===== config.mk =====
export PLATFORM = sky130hd
export DESIGN_NAME = pbs_sizer
export DESIGN_NICKNAME = d
export VERILOG_FILES = /design/src/rtl/pbs_sizer.v /design/src/rtl/pbs_reorder.v /design/src/rtl/pbs_gather.v
export VERILOG_INCLUDE_DIRS = /design/src /design/src/rtl
export SDC_FILE = /design/constraint.sdc
export NUM_CORES = 1
export LEC_CHECK = 0
export BUFFER_PORTS_ARGS = -buffer_cell sky130_fd_sc_hd__buf_2
export CAP_MARGIN = 30
export CORE_ASPECT_RATIO = 0.75
export CORE_MARGIN = 5
export CORE_UTILIZATION = 50
export CTS_CLUSTER_DIAMETER = 80
export DETAILED_ROUTE_END_ITERATION = 8
export GPL_ROUTABILITY_DRIVEN = 1
export PLACE_DENSITY_LB_ADDON = 0.3
export SYNTH_ARGS = -nofsm -noshare
export SYNTH_HDL_FRONTEND = slang
export SYNTH_SLANG_ARGS = --single-unit

===== constraint.sdc =====
create_clock -name clk -period 3.3 [get_ports clk]
set_input_delay 0.33 -clock clk [delete_from_list [all_inputs] [get_ports clk]]
set_output_delay 0.33 -clock clk [all_outputs]
set_load 0.1 [all_outputs]

===== src/rtl/pbs_regs.vh =====
`ifndef PBS_REGS_VH
`define PBS_REGS_VH

// ==========================================================
// port-B format codes, taken as {select_hi, select_lo}
`define PBS_WIDTH_LONG 2'h0
`define PBS_WIDTH_BYTE 2'h1
`define PBS_WIDTH_HALF 2'h2
`define PBS_WIDTH_MAIL 2'h3

// ==========================================================
// reorder codes, taken as {select_hi, select_lo}
`define PBS_REORDER_NONE 2'h0
`define PBS_REORDER_BYTE 2'h2
`define PBS_REORDER_HALF 2'h1
`define PBS_REORDER_BOTH 2'h3

// ==========================================================
// lane geometry
`define PBS_LANE_BITS 9
`define PBS_WORD_BITS 36

// ==========================================================
// register word indices on the bus
`define PBS_REG_CTRL 3'h0
`define PBS_REG_STATUS 3'h1
`define PBS_REG_MAILBOX 3'h2
`define PBS_REG_COUNT 3'h3

// ==========================================================
// control fields and reset value
`define PBS_CTRL_ENABLE_BIT 0
`define PBS_CTRL_FLUSH_BIT 1
`define PBS_CTRL_RESET 1'h1

`endif


===== src/rtl/pbs_sizer.v =====
// The register addresses and the Avalon-MM interface to the registers were left to the implementer.
`include "pbs_regs.vh"

// Functional notes
// - port B moves 36-bit long words, 18-bit halves or 9-bit bytes
// - format may change at run time, sampled on the port-B clock
// - two width selects plus endian select choose one of five formats
// - endian select high means little-endian, low means big-endian
// - reorder moves whole bytes, never bits inside a byte
// - read narrowing happens only at the port-B output, on full words
// - byte read shows the first byte during the access's third cycle
// - four byte reads deliver the whole long word as four pieces
// - lanes not carrying data keep their last driven values
// - byte reads use lane 0 little-endian, lane 3 big-endian
// - byte writes take lane 0 little-endian, lane 3 big-endian
// - write with both width selects high goes to the reverse mailbox
// - width matching applies to forward reads and reverse writes
// - reads: fetch, reorder, narrow; writes: widen, reorder, store
// - reorder selects: none, byte, half-word, byte and half-word
module pbs_sizer #(
  parameter LANE = 9,
  parameter COUNT_BITS = 16
) (
  // clock and reset
  input wire clk,
  input wire reset,
  // port-B control pins
  input wire portBSelectN,
  input wire readEnable,
  input wire writeEnable,
  input wire widthSelectLo,
  input wire widthSelectHi,
  input wire endianSelectN,
  input wire reorderSelectLo,
  input wire reorderSelectHi,
  // port-B data
  input wire [4*LANE-1:0] portBDataIn,
  output reg [4*LANE-1:0] portBDataOut,
  output reg portBBusy,
  // forward queue, show-ahead
  input wire [4*LANE-1:0] fwdData,
  input wire fwdValid,
  output reg fwdPop,
  // reverse queue
  output reg [4*LANE-1:0] revData,
  output reg revPush,
  input wire revReady,
  // reverse mailbox flag
  output reg mailboxFull,
  // register bus
  input wire [2:0] avs_address,
  input wire avs_read,
  input wire avs_write,
  input wire [31:0] avs_writedata,
  output reg [31:0] avs_readdata,
  output reg avs_waitrequest
);

  // ==========================================================
  // states
  localparam [2:0] ST_IDLE = 3'b001;
  localparam [2:0] ST_SETUP = 3'b010;
  localparam [2:0] ST_XFER = 3'b100;

  reg [2:0] state_q;
  reg [1:0] width_q;
  reg big_q;
  reg dirWrite_q;
  reg [1:0] reorder_q;
  reg [1:0] piece_q;
  reg [4*LANE-1:0] word_q;
  reg [4*LANE-1:0] mailbox_q;
  reg [COUNT_BITS-1:0] readCount_q;
  reg [COUNT_BITS-1:0] writeCount_q;
  reg enable_q;
  reg flush_q;

  // ==========================================================
  // live selections
  // pins are driven by logic on this same clock, so no synchroniser
  wire selActive = ~portBSelectN & enable_q;
  wire [1:0] widthPins = {widthSelectHi, widthSelectLo};
  wire [1:0] reorderPins = {reorderSelectHi, reorderSelectLo};
  // pieces are refused while an earlier push still waits
  wire stall = revPush & ~revReady;

  // ==========================================================
  // read path: fetch, reorder, then narrow
  wire [4*LANE-1:0] fwdReordered;

  pbs_reorder #(.LANE(LANE)) uReadReorder (
    .dataIn(fwdData),
    .mode(reorderPins),
    .dataOut(fwdReordered)
  );

  reg [4*LANE-1:0] srcWord;
  reg [1:0] srcPiece;
  reg [LANE-1:0] srcByte;
  reg [4*LANE-1:0] outNext;
  reg lastPiece;

  always @* begin
    srcWord = (state_q == ST_SETUP) ? fwdReordered : word_q;
    srcPiece = (state_q == ST_SETUP) ? 2'h0 : piece_q;
    // big-endian walks from the top lane down
    case (big_q ? (2'h3 - srcPiece) : srcPiece)
      2'h0: srcByte = srcWord[0 +: LANE];
      2'h1: srcByte = srcWord[LANE +: LANE];
      2'h2: srcByte = srcWord[2*LANE +: LANE];
      default: srcByte = srcWord[3*LANE +: LANE];
    endcase
    // unused lanes keep the value last shown
    outNext = portBDataOut;
    lastPiece = 1'b1;
    case (width_q)
      `PBS_WIDTH_BYTE: begin
        lastPiece = (srcPiece == 2'h3);
        if (big_q) begin
          outNext[3*LANE +: LANE] = srcByte;
        end else begin
          outNext[0 +: LANE] = srcByte;
        end
      end
      `PBS_WIDTH_HALF: begin
        lastPiece = srcPiece[0];
        if (big_q) begin
          outNext[2*LANE +: 2*LANE] = srcPiece[0] ?
            srcWord[0 +: 2*LANE] : srcWord[2*LANE +: 2*LANE];
        end else begin
          outNext[0 +: 2*LANE] = srcPiece[0] ?
            srcWord[2*LANE +: 2*LANE] : srcWord[0 +: 2*LANE];
        end
      end
      default: begin
        outNext = srcWord;
      end
    endcase
  end

  // ==========================================================
  // write path: widen, reorder, then store
  wire narrowWrite = (width_q == `PBS_WIDTH_BYTE) ||
    (width_q == `PBS_WIDTH_HALF);
  wire byteMode = (width_q == `PBS_WIDTH_BYTE);
  wire xferWrite = (state_q == ST_XFER) & dirWrite_q & selActive &
    writeEnable & ~stall;
  wire [2*LANE-1:0] pieceIn = byteMode ?
    {{LANE{1'b0}}, big_q ? portBDataIn[3*LANE +: LANE] :
      portBDataIn[0 +: LANE]} :
    (big_q ? portBDataIn[2*LANE +: 2*LANE] : portBDataIn[0 +: 2*LANE]);
  wire [4*LANE-1:0] gatherWord;
  wire [2:0] gatherCount;
  wire gatherDone;

  pbs_gather #(.LANE(LANE)) uGather (
    .clk(clk),
    .reset(reset),
    .clear(flush_q),
    .pieceValid(xferWrite & narrowWrite),
    .byteMode(byteMode),
    .bigEndian(big_q),
    .pieceData(pieceIn),
    .word_q(gatherWord),
    .count_q(gatherCount),
    .done_q(gatherDone)
  );

  wire [4*LANE-1:0] revSource = narrowWrite ? gatherWord : portBDataIn;
  wire [4*LANE-1:0] revReordered;

  pbs_reorder #(.LANE(LANE)) uWriteReorder (
    .dataIn(revSource),
    .mode(reorder_q),
    .dataOut(revReordered)
  );

  // ==========================================================
  // transfer sequencer
  reg mailboxClear;
  // counters simply wrap; software takes differences between reads
  wire [COUNT_BITS-1:0] countOne = {{(COUNT_BITS-1){1'b0}}, 1'b1};
  // mailbox write lands in the transfer state, pieces never gather
  wire mailWrite = (state_q == ST_XFER) & xferWrite &
    (width_q == `PBS_WIDTH_MAIL);

  always @(posedge clk) begin
    if (reset) begin
      state_q <= ST_IDLE;
      width_q <= `PBS_WIDTH_LONG;
      big_q <= 1'b0;
      dirWrite_q <= 1'b0;
      reorder_q <= `PBS_REORDER_NONE;
      piece_q <= 2'h0;
      word_q <= {4*LANE{1'b0}};
      portBDataOut <= {4*LANE{1'b0}};
      fwdPop <= 1'b0;
      revData <= {4*LANE{1'b0}};
      revPush <= 1'b0;
      portBBusy <= 1'b0;
      mailbox_q <= {4*LANE{1'b0}};
      mailboxFull <= 1'b0;
      readCount_q <= {COUNT_BITS{1'b0}};
      writeCount_q <= {COUNT_BITS{1'b0}};
    end else begin
      fwdPop <= 1'b0;
      if (revPush & revReady) begin
        revPush <= 1'b0;
      end
      case (state_q)
        ST_IDLE: begin
          // format is latched only between words
          if (selActive & ((readEnable & fwdValid) | writeEnable)) begin
            width_q <= widthPins;
            big_q <= ~endianSelectN;
            dirWrite_q <= writeEnable;
            state_q <= ST_SETUP;
          end
        end
        ST_SETUP: begin
          // reorder select is only valid during this one cycle
          reorder_q <= reorderPins;
          piece_q <= 2'h1;
          if (dirWrite_q) begin
            state_q <= ST_XFER;
          end else begin
            word_q <= fwdReordered;
            portBDataOut <= outNext;
            fwdPop <= 1'b1;
            if (width_q == `PBS_WIDTH_LONG ||
                width_q == `PBS_WIDTH_MAIL) begin
              readCount_q <= readCount_q + countOne;
              state_q <= ST_IDLE;
            end else begin
              state_q <= ST_XFER;
            end
          end
        end
        ST_XFER: begin
          if (dirWrite_q) begin
            if (gatherDone) begin
              revData <= revReordered;
              revPush <= 1'b1;
              writeCount_q <= writeCount_q + countOne;
              state_q <= ST_IDLE;
            end else if (xferWrite & ~narrowWrite) begin
              if (width_q == `PBS_WIDTH_MAIL) begin
                mailbox_q <= portBDataIn;
              end else begin
                revData <= revReordered;
                revPush <= 1'b1;
                writeCount_q <= writeCount_q + countOne;
              end
              state_q <= ST_IDLE;
            end
          end else if (selActive & readEnable) begin
            portBDataOut <= outNext;
            piece_q <= piece_q + 2'h1;
            if (lastPiece) begin
              readCount_q <= readCount_q + countOne;
              state_q <= ST_IDLE;
            end
          end
        end
        default: begin
          state_q <= ST_IDLE;
        end
      endcase
      // software flush abandons a cut word, whatever its direction
      if (flush_q) begin
        state_q <= ST_IDLE;
      end
      // a new mail write wins over a software read in the same cycle
      if (mailWrite) begin
        mailboxFull <= 1'b1;
      end else if (mailboxClear) begin
        mailboxFull <= 1'b0;
      end
      // busy tracks a push still waiting on the reverse queue
      portBBusy <= (revPush & ~revReady) |
        ((state_q == ST_XFER) & dirWrite_q & (gatherDone |
          (xferWrite & ~narrowWrite & width_q != `PBS_WIDTH_MAIL)));
    end
  end

  // ==========================================================
  // register bus slave
  // one wait cycle on every access keeps read data straight from flops
  wire busReq = avs_read | avs_write;
  wire busDone = busReq & ~avs_waitrequest;
  // status fields from bit 0 upward, reserved gaps read as zero
  wire [31:0] statusWord = {
    11'h0,
    mailboxFull,
    portBBusy,
    dirWrite_q,
    big_q,
    reorder_q,
    width_q,
    2'h0,
    piece_q,
    gatherCount,
    3'h0,
    state_q
  };
  reg [31:0] readMux;

  always @* begin
    mailboxClear = busDone & avs_read & (avs_address == `PBS_REG_MAILBOX);
    case (avs_address)
      `PBS_REG_CTRL: readMux = {30'h0, 1'b0, enable_q};
      `PBS_REG_STATUS: readMux = statusWord;
      `PBS_REG_MAILBOX: readMux = mailbox_q[31:0];
      `PBS_REG_COUNT: readMux = {readCount_q, writeCount_q};
      default: readMux = 32'h0;
    endcase
  end

  always @(posedge clk) begin
    if (reset) begin
      avs_waitrequest <= 1'b1;
      avs_readdata <= 32'h0;
      enable_q <= `PBS_CTRL_RESET;
      flush_q <= 1'b0;
    end else begin
      flush_q <= 1'b0;
      if (busReq & avs_waitrequest) begin
        avs_waitrequest <= 1'b0;
        avs_readdata <= readMux;
      end else begin
        avs_waitrequest <= 1'b1;
      end
      if (busDone & avs_write & (avs_address == `PBS_REG_CTRL)) begin
        enable_q <= avs_writedata[`PBS_CTRL_ENABLE_BIT];
        flush_q <= avs_writedata[`PBS_CTRL_FLUSH_BIT];
      end
    end
  end

endmodule


===== src/rtl/pbs_reorder.v =====
`include "pbs_regs.vh"

module pbs_reorder #(
  parameter LANE = 9
) (
  // word and mode
  input wire [4*LANE-1:0] dataIn,
  input wire [1:0] mode,
  // result
  output wire [4*LANE-1:0] dataOut
);

  // ==========================================================
  // lane index mapping
  // every code is an xor on the lane index, so the same map undoes itself
  // and serves both directions
  reg [1:0] flip;

  always @* begin
    case (mode)
      `PBS_REORDER_BYTE: flip = 2'h3;
      `PBS_REORDER_HALF: flip = 2'h2;
      `PBS_REORDER_BOTH: flip = 2'h1;
      default: flip = 2'h0;
    endcase
  end

  // ==========================================================
  // whole lanes move, bits inside a lane never do
  genvar i;
  generate
    for (i = 0; i < 4; i = i + 1) begin : gLane
      assign dataOut[i*LANE +: LANE] =
        (flip == 2'h0) ? dataIn[i*LANE +: LANE] :
        (flip == 2'h1) ? dataIn[(i^1)*LANE +: LANE] :
        (flip == 2'h2) ? dataIn[(i^2)*LANE +: LANE] :
                         dataIn[(i^3)*LANE +: LANE];
    end
  endgenerate

endmodule


===== src/rtl/pbs_gather.v =====
`include "pbs_regs.vh"

module pbs_gather #(
  parameter LANE = 9
) (
  // clock and reset
  input wire clk,
  input wire reset,
  // control
  input wire clear,
  input wire pieceValid,
  input wire byteMode,
  input wire bigEndian,
  // narrow piece, byte in the low lane
  input wire [2*LANE-1:0] pieceData,
  // gathered entry
  output reg [4*LANE-1:0] word_q,
  output reg [2:0] count_q,
  output reg done_q
);

  // ==========================================================
  // piece placement
  wire [2:0] need = byteMode ? 3'h4 : 3'h2;
  wire [2:0] countNext = count_q + 3'h1;
  wire [1:0] bytePos = bigEndian ? (2'h3 - count_q[1:0]) : count_q[1:0];
  wire halfPos = bigEndian ? ~count_q[0] : count_q[0];

  always @(posedge clk) begin
    if (reset) begin
      word_q <= {4*LANE{1'b0}};
      count_q <= 3'h0;
      done_q <= 1'b0;
    end else begin
      done_q <= 1'b0;
      if (clear) begin
        count_q <= 3'h0;
      end else if (pieceValid) begin
        if (byteMode) begin
          word_q[bytePos*LANE +: LANE] <= pieceData[LANE-1:0];
        end else begin
          word_q[halfPos*2*LANE +: 2*LANE] <= pieceData;
        end
        // entry is only released once complete
        if (countNext == need) begin
          count_q <= 3'h0;
          done_q <= 1'b1;
        end else begin
          count_q <= countNext;
        end
      end
    end
  end

endmodule


==> results.ini <==
[synth]
avgSynthCellArea_um2=8.916
synthCells=1690
yosys-top-cells-area=dfxtp_1 35%, mux4_2 12%, a21oi_1 5.7%
synth.most_common_cell=dfxtp_1
synth.top_cells.by_count=262 x dfxtp_1, 179 x nand2_1, 172 x a21oi_1, 146 x nor2_1, 121 x nor3_1
synth_area_um2=15070
synth_ff_type=dfxtp_1
synth_seq_area_share_pct=34.81
synth-edff-count=0
synth_area_leader_cell=dfxtp_1
async_reset_ff_share_pct=0
ys_warn_count=0
ys_types=70
ys_seq_elements=262
synth_top_area_share_pct=34.81
synthesis.nets=1817

[setup_path]
cp-endpoint=portBDataOut[2]
endpoint_kind=register
cp_max_fo=24
crit_type=reg2reg
crit_start=state_q[2]
r2r_slack_ps=440
critPathLaunchType=register
cp_data_required_time_ps=3800
arrival_ps=3360
r2r-start=state_q[2]
r2r_cells=6
timing.rr.end=portBDataOut[2]

[global_routing]
overflow=0
grt_pass1_wl_mm=77.02
track_usage_pct=28.52
grt_pass1_vias=13010
antenna_found_initial=8
grt_start_max_net_pins=90

[timing]
hold_slack_ps=27.78
fin_crit_sh_pct=86.69
clock.fmax_mhz=349.5
tightestPinTransition_ps=951.5
setup_viol=0
rsz0062_at_grt=false
drv_slew=0
fin_crit_ps=2861
hold_violations=0
setup_tns_ps=0
slew-limit-headroom_pct=36.14
finClkSkew_ps=25.86

[pwr]
p_per_area_nw_per_um2=445.7
power.leakage_nw=6.243
vdd_ir_drop_max_mv=0.4824

[cells_and_area]
finalNetCount=1953
fillers=2575
syn_to_final_growth_pct=16.30
fin_area_um2=17520
drive_gt1_share_pct=27.44

[routing]
wl_mm=50.79
wl_per_cell_um=22.56
drcViolationCount=0
dr.first_iter.drc_count=1730
dr.pass1.iters=9
ant_nets=0
vias=14470
viasPerCell=6.429

[clock_network]
cts_htree_levels=1
insertion_delay_ps=570
cts_tree=yes
cts.repair.resized=0
cts_buffers=28
root_buffer=clkbuf_16
cts_sinks=262
cts_max_path_buffers=3
clkTransAtPathRegs_ps=70

[min_path]
min_from=widthSelectHi
hold_path.class=in2reg
whs_path_depth=3

[placed_design]
gp_congestion=0.9225
place_hpwl_mm=36.17
dpl-instance-area_um2=16440
place.port_buffers=199

[floorplan]
pin_count=230
start_util_pct=50.34
core_um2=29940
dieArea_um2=33740
die_x_um=210.5
die_h_um=160.3
placementRows=55

[status]
status=complete, no violations

[flow_run]
maxCapViolCount=0

## flip-flops by register name, indices dropped and copies added, names as in the netlist, 2 cells and up
signal,count
avs_readdata,32
mailbox_q,32
piece_q,2
portBDataOut,36
readCount_q,16
reorder_q,2
revData,36
state_q,3
uGather.count_q,3
uGather.word_q,36
width_q,2
word_q,36
writeCount_q,16
## worst max-delay path, stage by stage (launching register included)
cell and delay, ps:
dfxtp_1 470, nor3b_4 580, buf_4 420, a21oi_1 240, a222oi_1 760, nand4_1 170
a21oi_1 150
## worst min path at each step
| stage | slack (ps) | end |
|---|---|---|
| finish | 30 | width_q[1] |
| global route | 30 | enable_q |
| CTS | 6 | enable_q |
| detailed placement | 450 | word_q[24] |
| global placement | 440 | word_q[3] |
| floorplan | 430 | big_q |
## placed cells by master, fill, tap and decap left out, types with 49 or more instances in the layout
master / synthesis / layout
a21oi_1: 172 / 171
buf_2: 25 / 198
buf_4: 0 / 51
dfxtp_1: 262 / 259
mux2_2: 73 / 73
mux2i_1: 49 / 49
mux4_2: 81 / 81
nand2_1: 179 / 179
nor2_1: 146 / 145
nor3_1: 121 / 121
## kinds of logic after synthesis
logic type | Yosys count | synth area share (%)
buffers and inverters | 195 | 5.065
DFF | 262 | 34.81
and+or+nand+nor | 590 | 18.93
adders and majority gates | 6 | 0.4982
xor gates and xnor gates | 11 | 0.6394
muxes | 204 | 20.89
AOI/OAI and AO/OA | 422 | 19.16
## cell type report
class / count / area (um^2) / share of cell area (%)
Antenna cell: 4 / 10.01 / 0.05712
Clock buffer: 41 / 849.6 / 4.848
Clock inverter: 11 / 173.9 / 0.9924
Inverter: 46 / 172.7 / 0.9853
Multi-Input combinational cell: 1233 / 9115 / 52.01
Sequential cell: 262 / 5249 / 29.95
Tap cell: 399 / 499.2 / 2.849
Timing Repair Buffer: 255 / 1455 / 8.304
## where the power goes
group | internal [mW] | switching, mW | total [mW]
Clock | 2.10 | 1.38 | 3.47
Combinational | 0.399 | 0.720 | 1.12
Sequential | 3.19 | 0.0307 | 3.22
## per-layer routing
layer / share of wire [%] / vias to the layer above / track usage, % / wire length [um]
met5: 0.049 / - / 0 / 25
met4: 2.1 / 4 / 5.596 / 1065
met3: 12 / 100 / 7.694 / 6020
met2: 41 / 783 / 39.35 / 21010
met1: 45 / 6961 / 44.72 / 22670
li1: - / 6623 / - / -
## metrics by stage
| step | total power, mW | util (%) | cells | setup slack, ps |
|---|---|---|---|---|
| final | 7.811 | 58.54 | 2251 | 439.1 |
| after global routing | 8.033 | 58.54 | 2251 | 351.8 |
| after global placement | 4.352 | 54.90 | 2190 | 539.5 |
| after CTS | 7.821 | 58.42 | 2245 | 503.3 |
| after floorplan | 4.041 | - | 1690 | 722.4 |
| after detailed placement | 4.375 | 54.93 | 2191 | 495.2 |
## timing repair
item,4_1_cts,5_1_grt
hold buffers,2,0
hold endpoints to repair,2,0
buffers inserted,0,0
(Power assumes the default switching activity.)
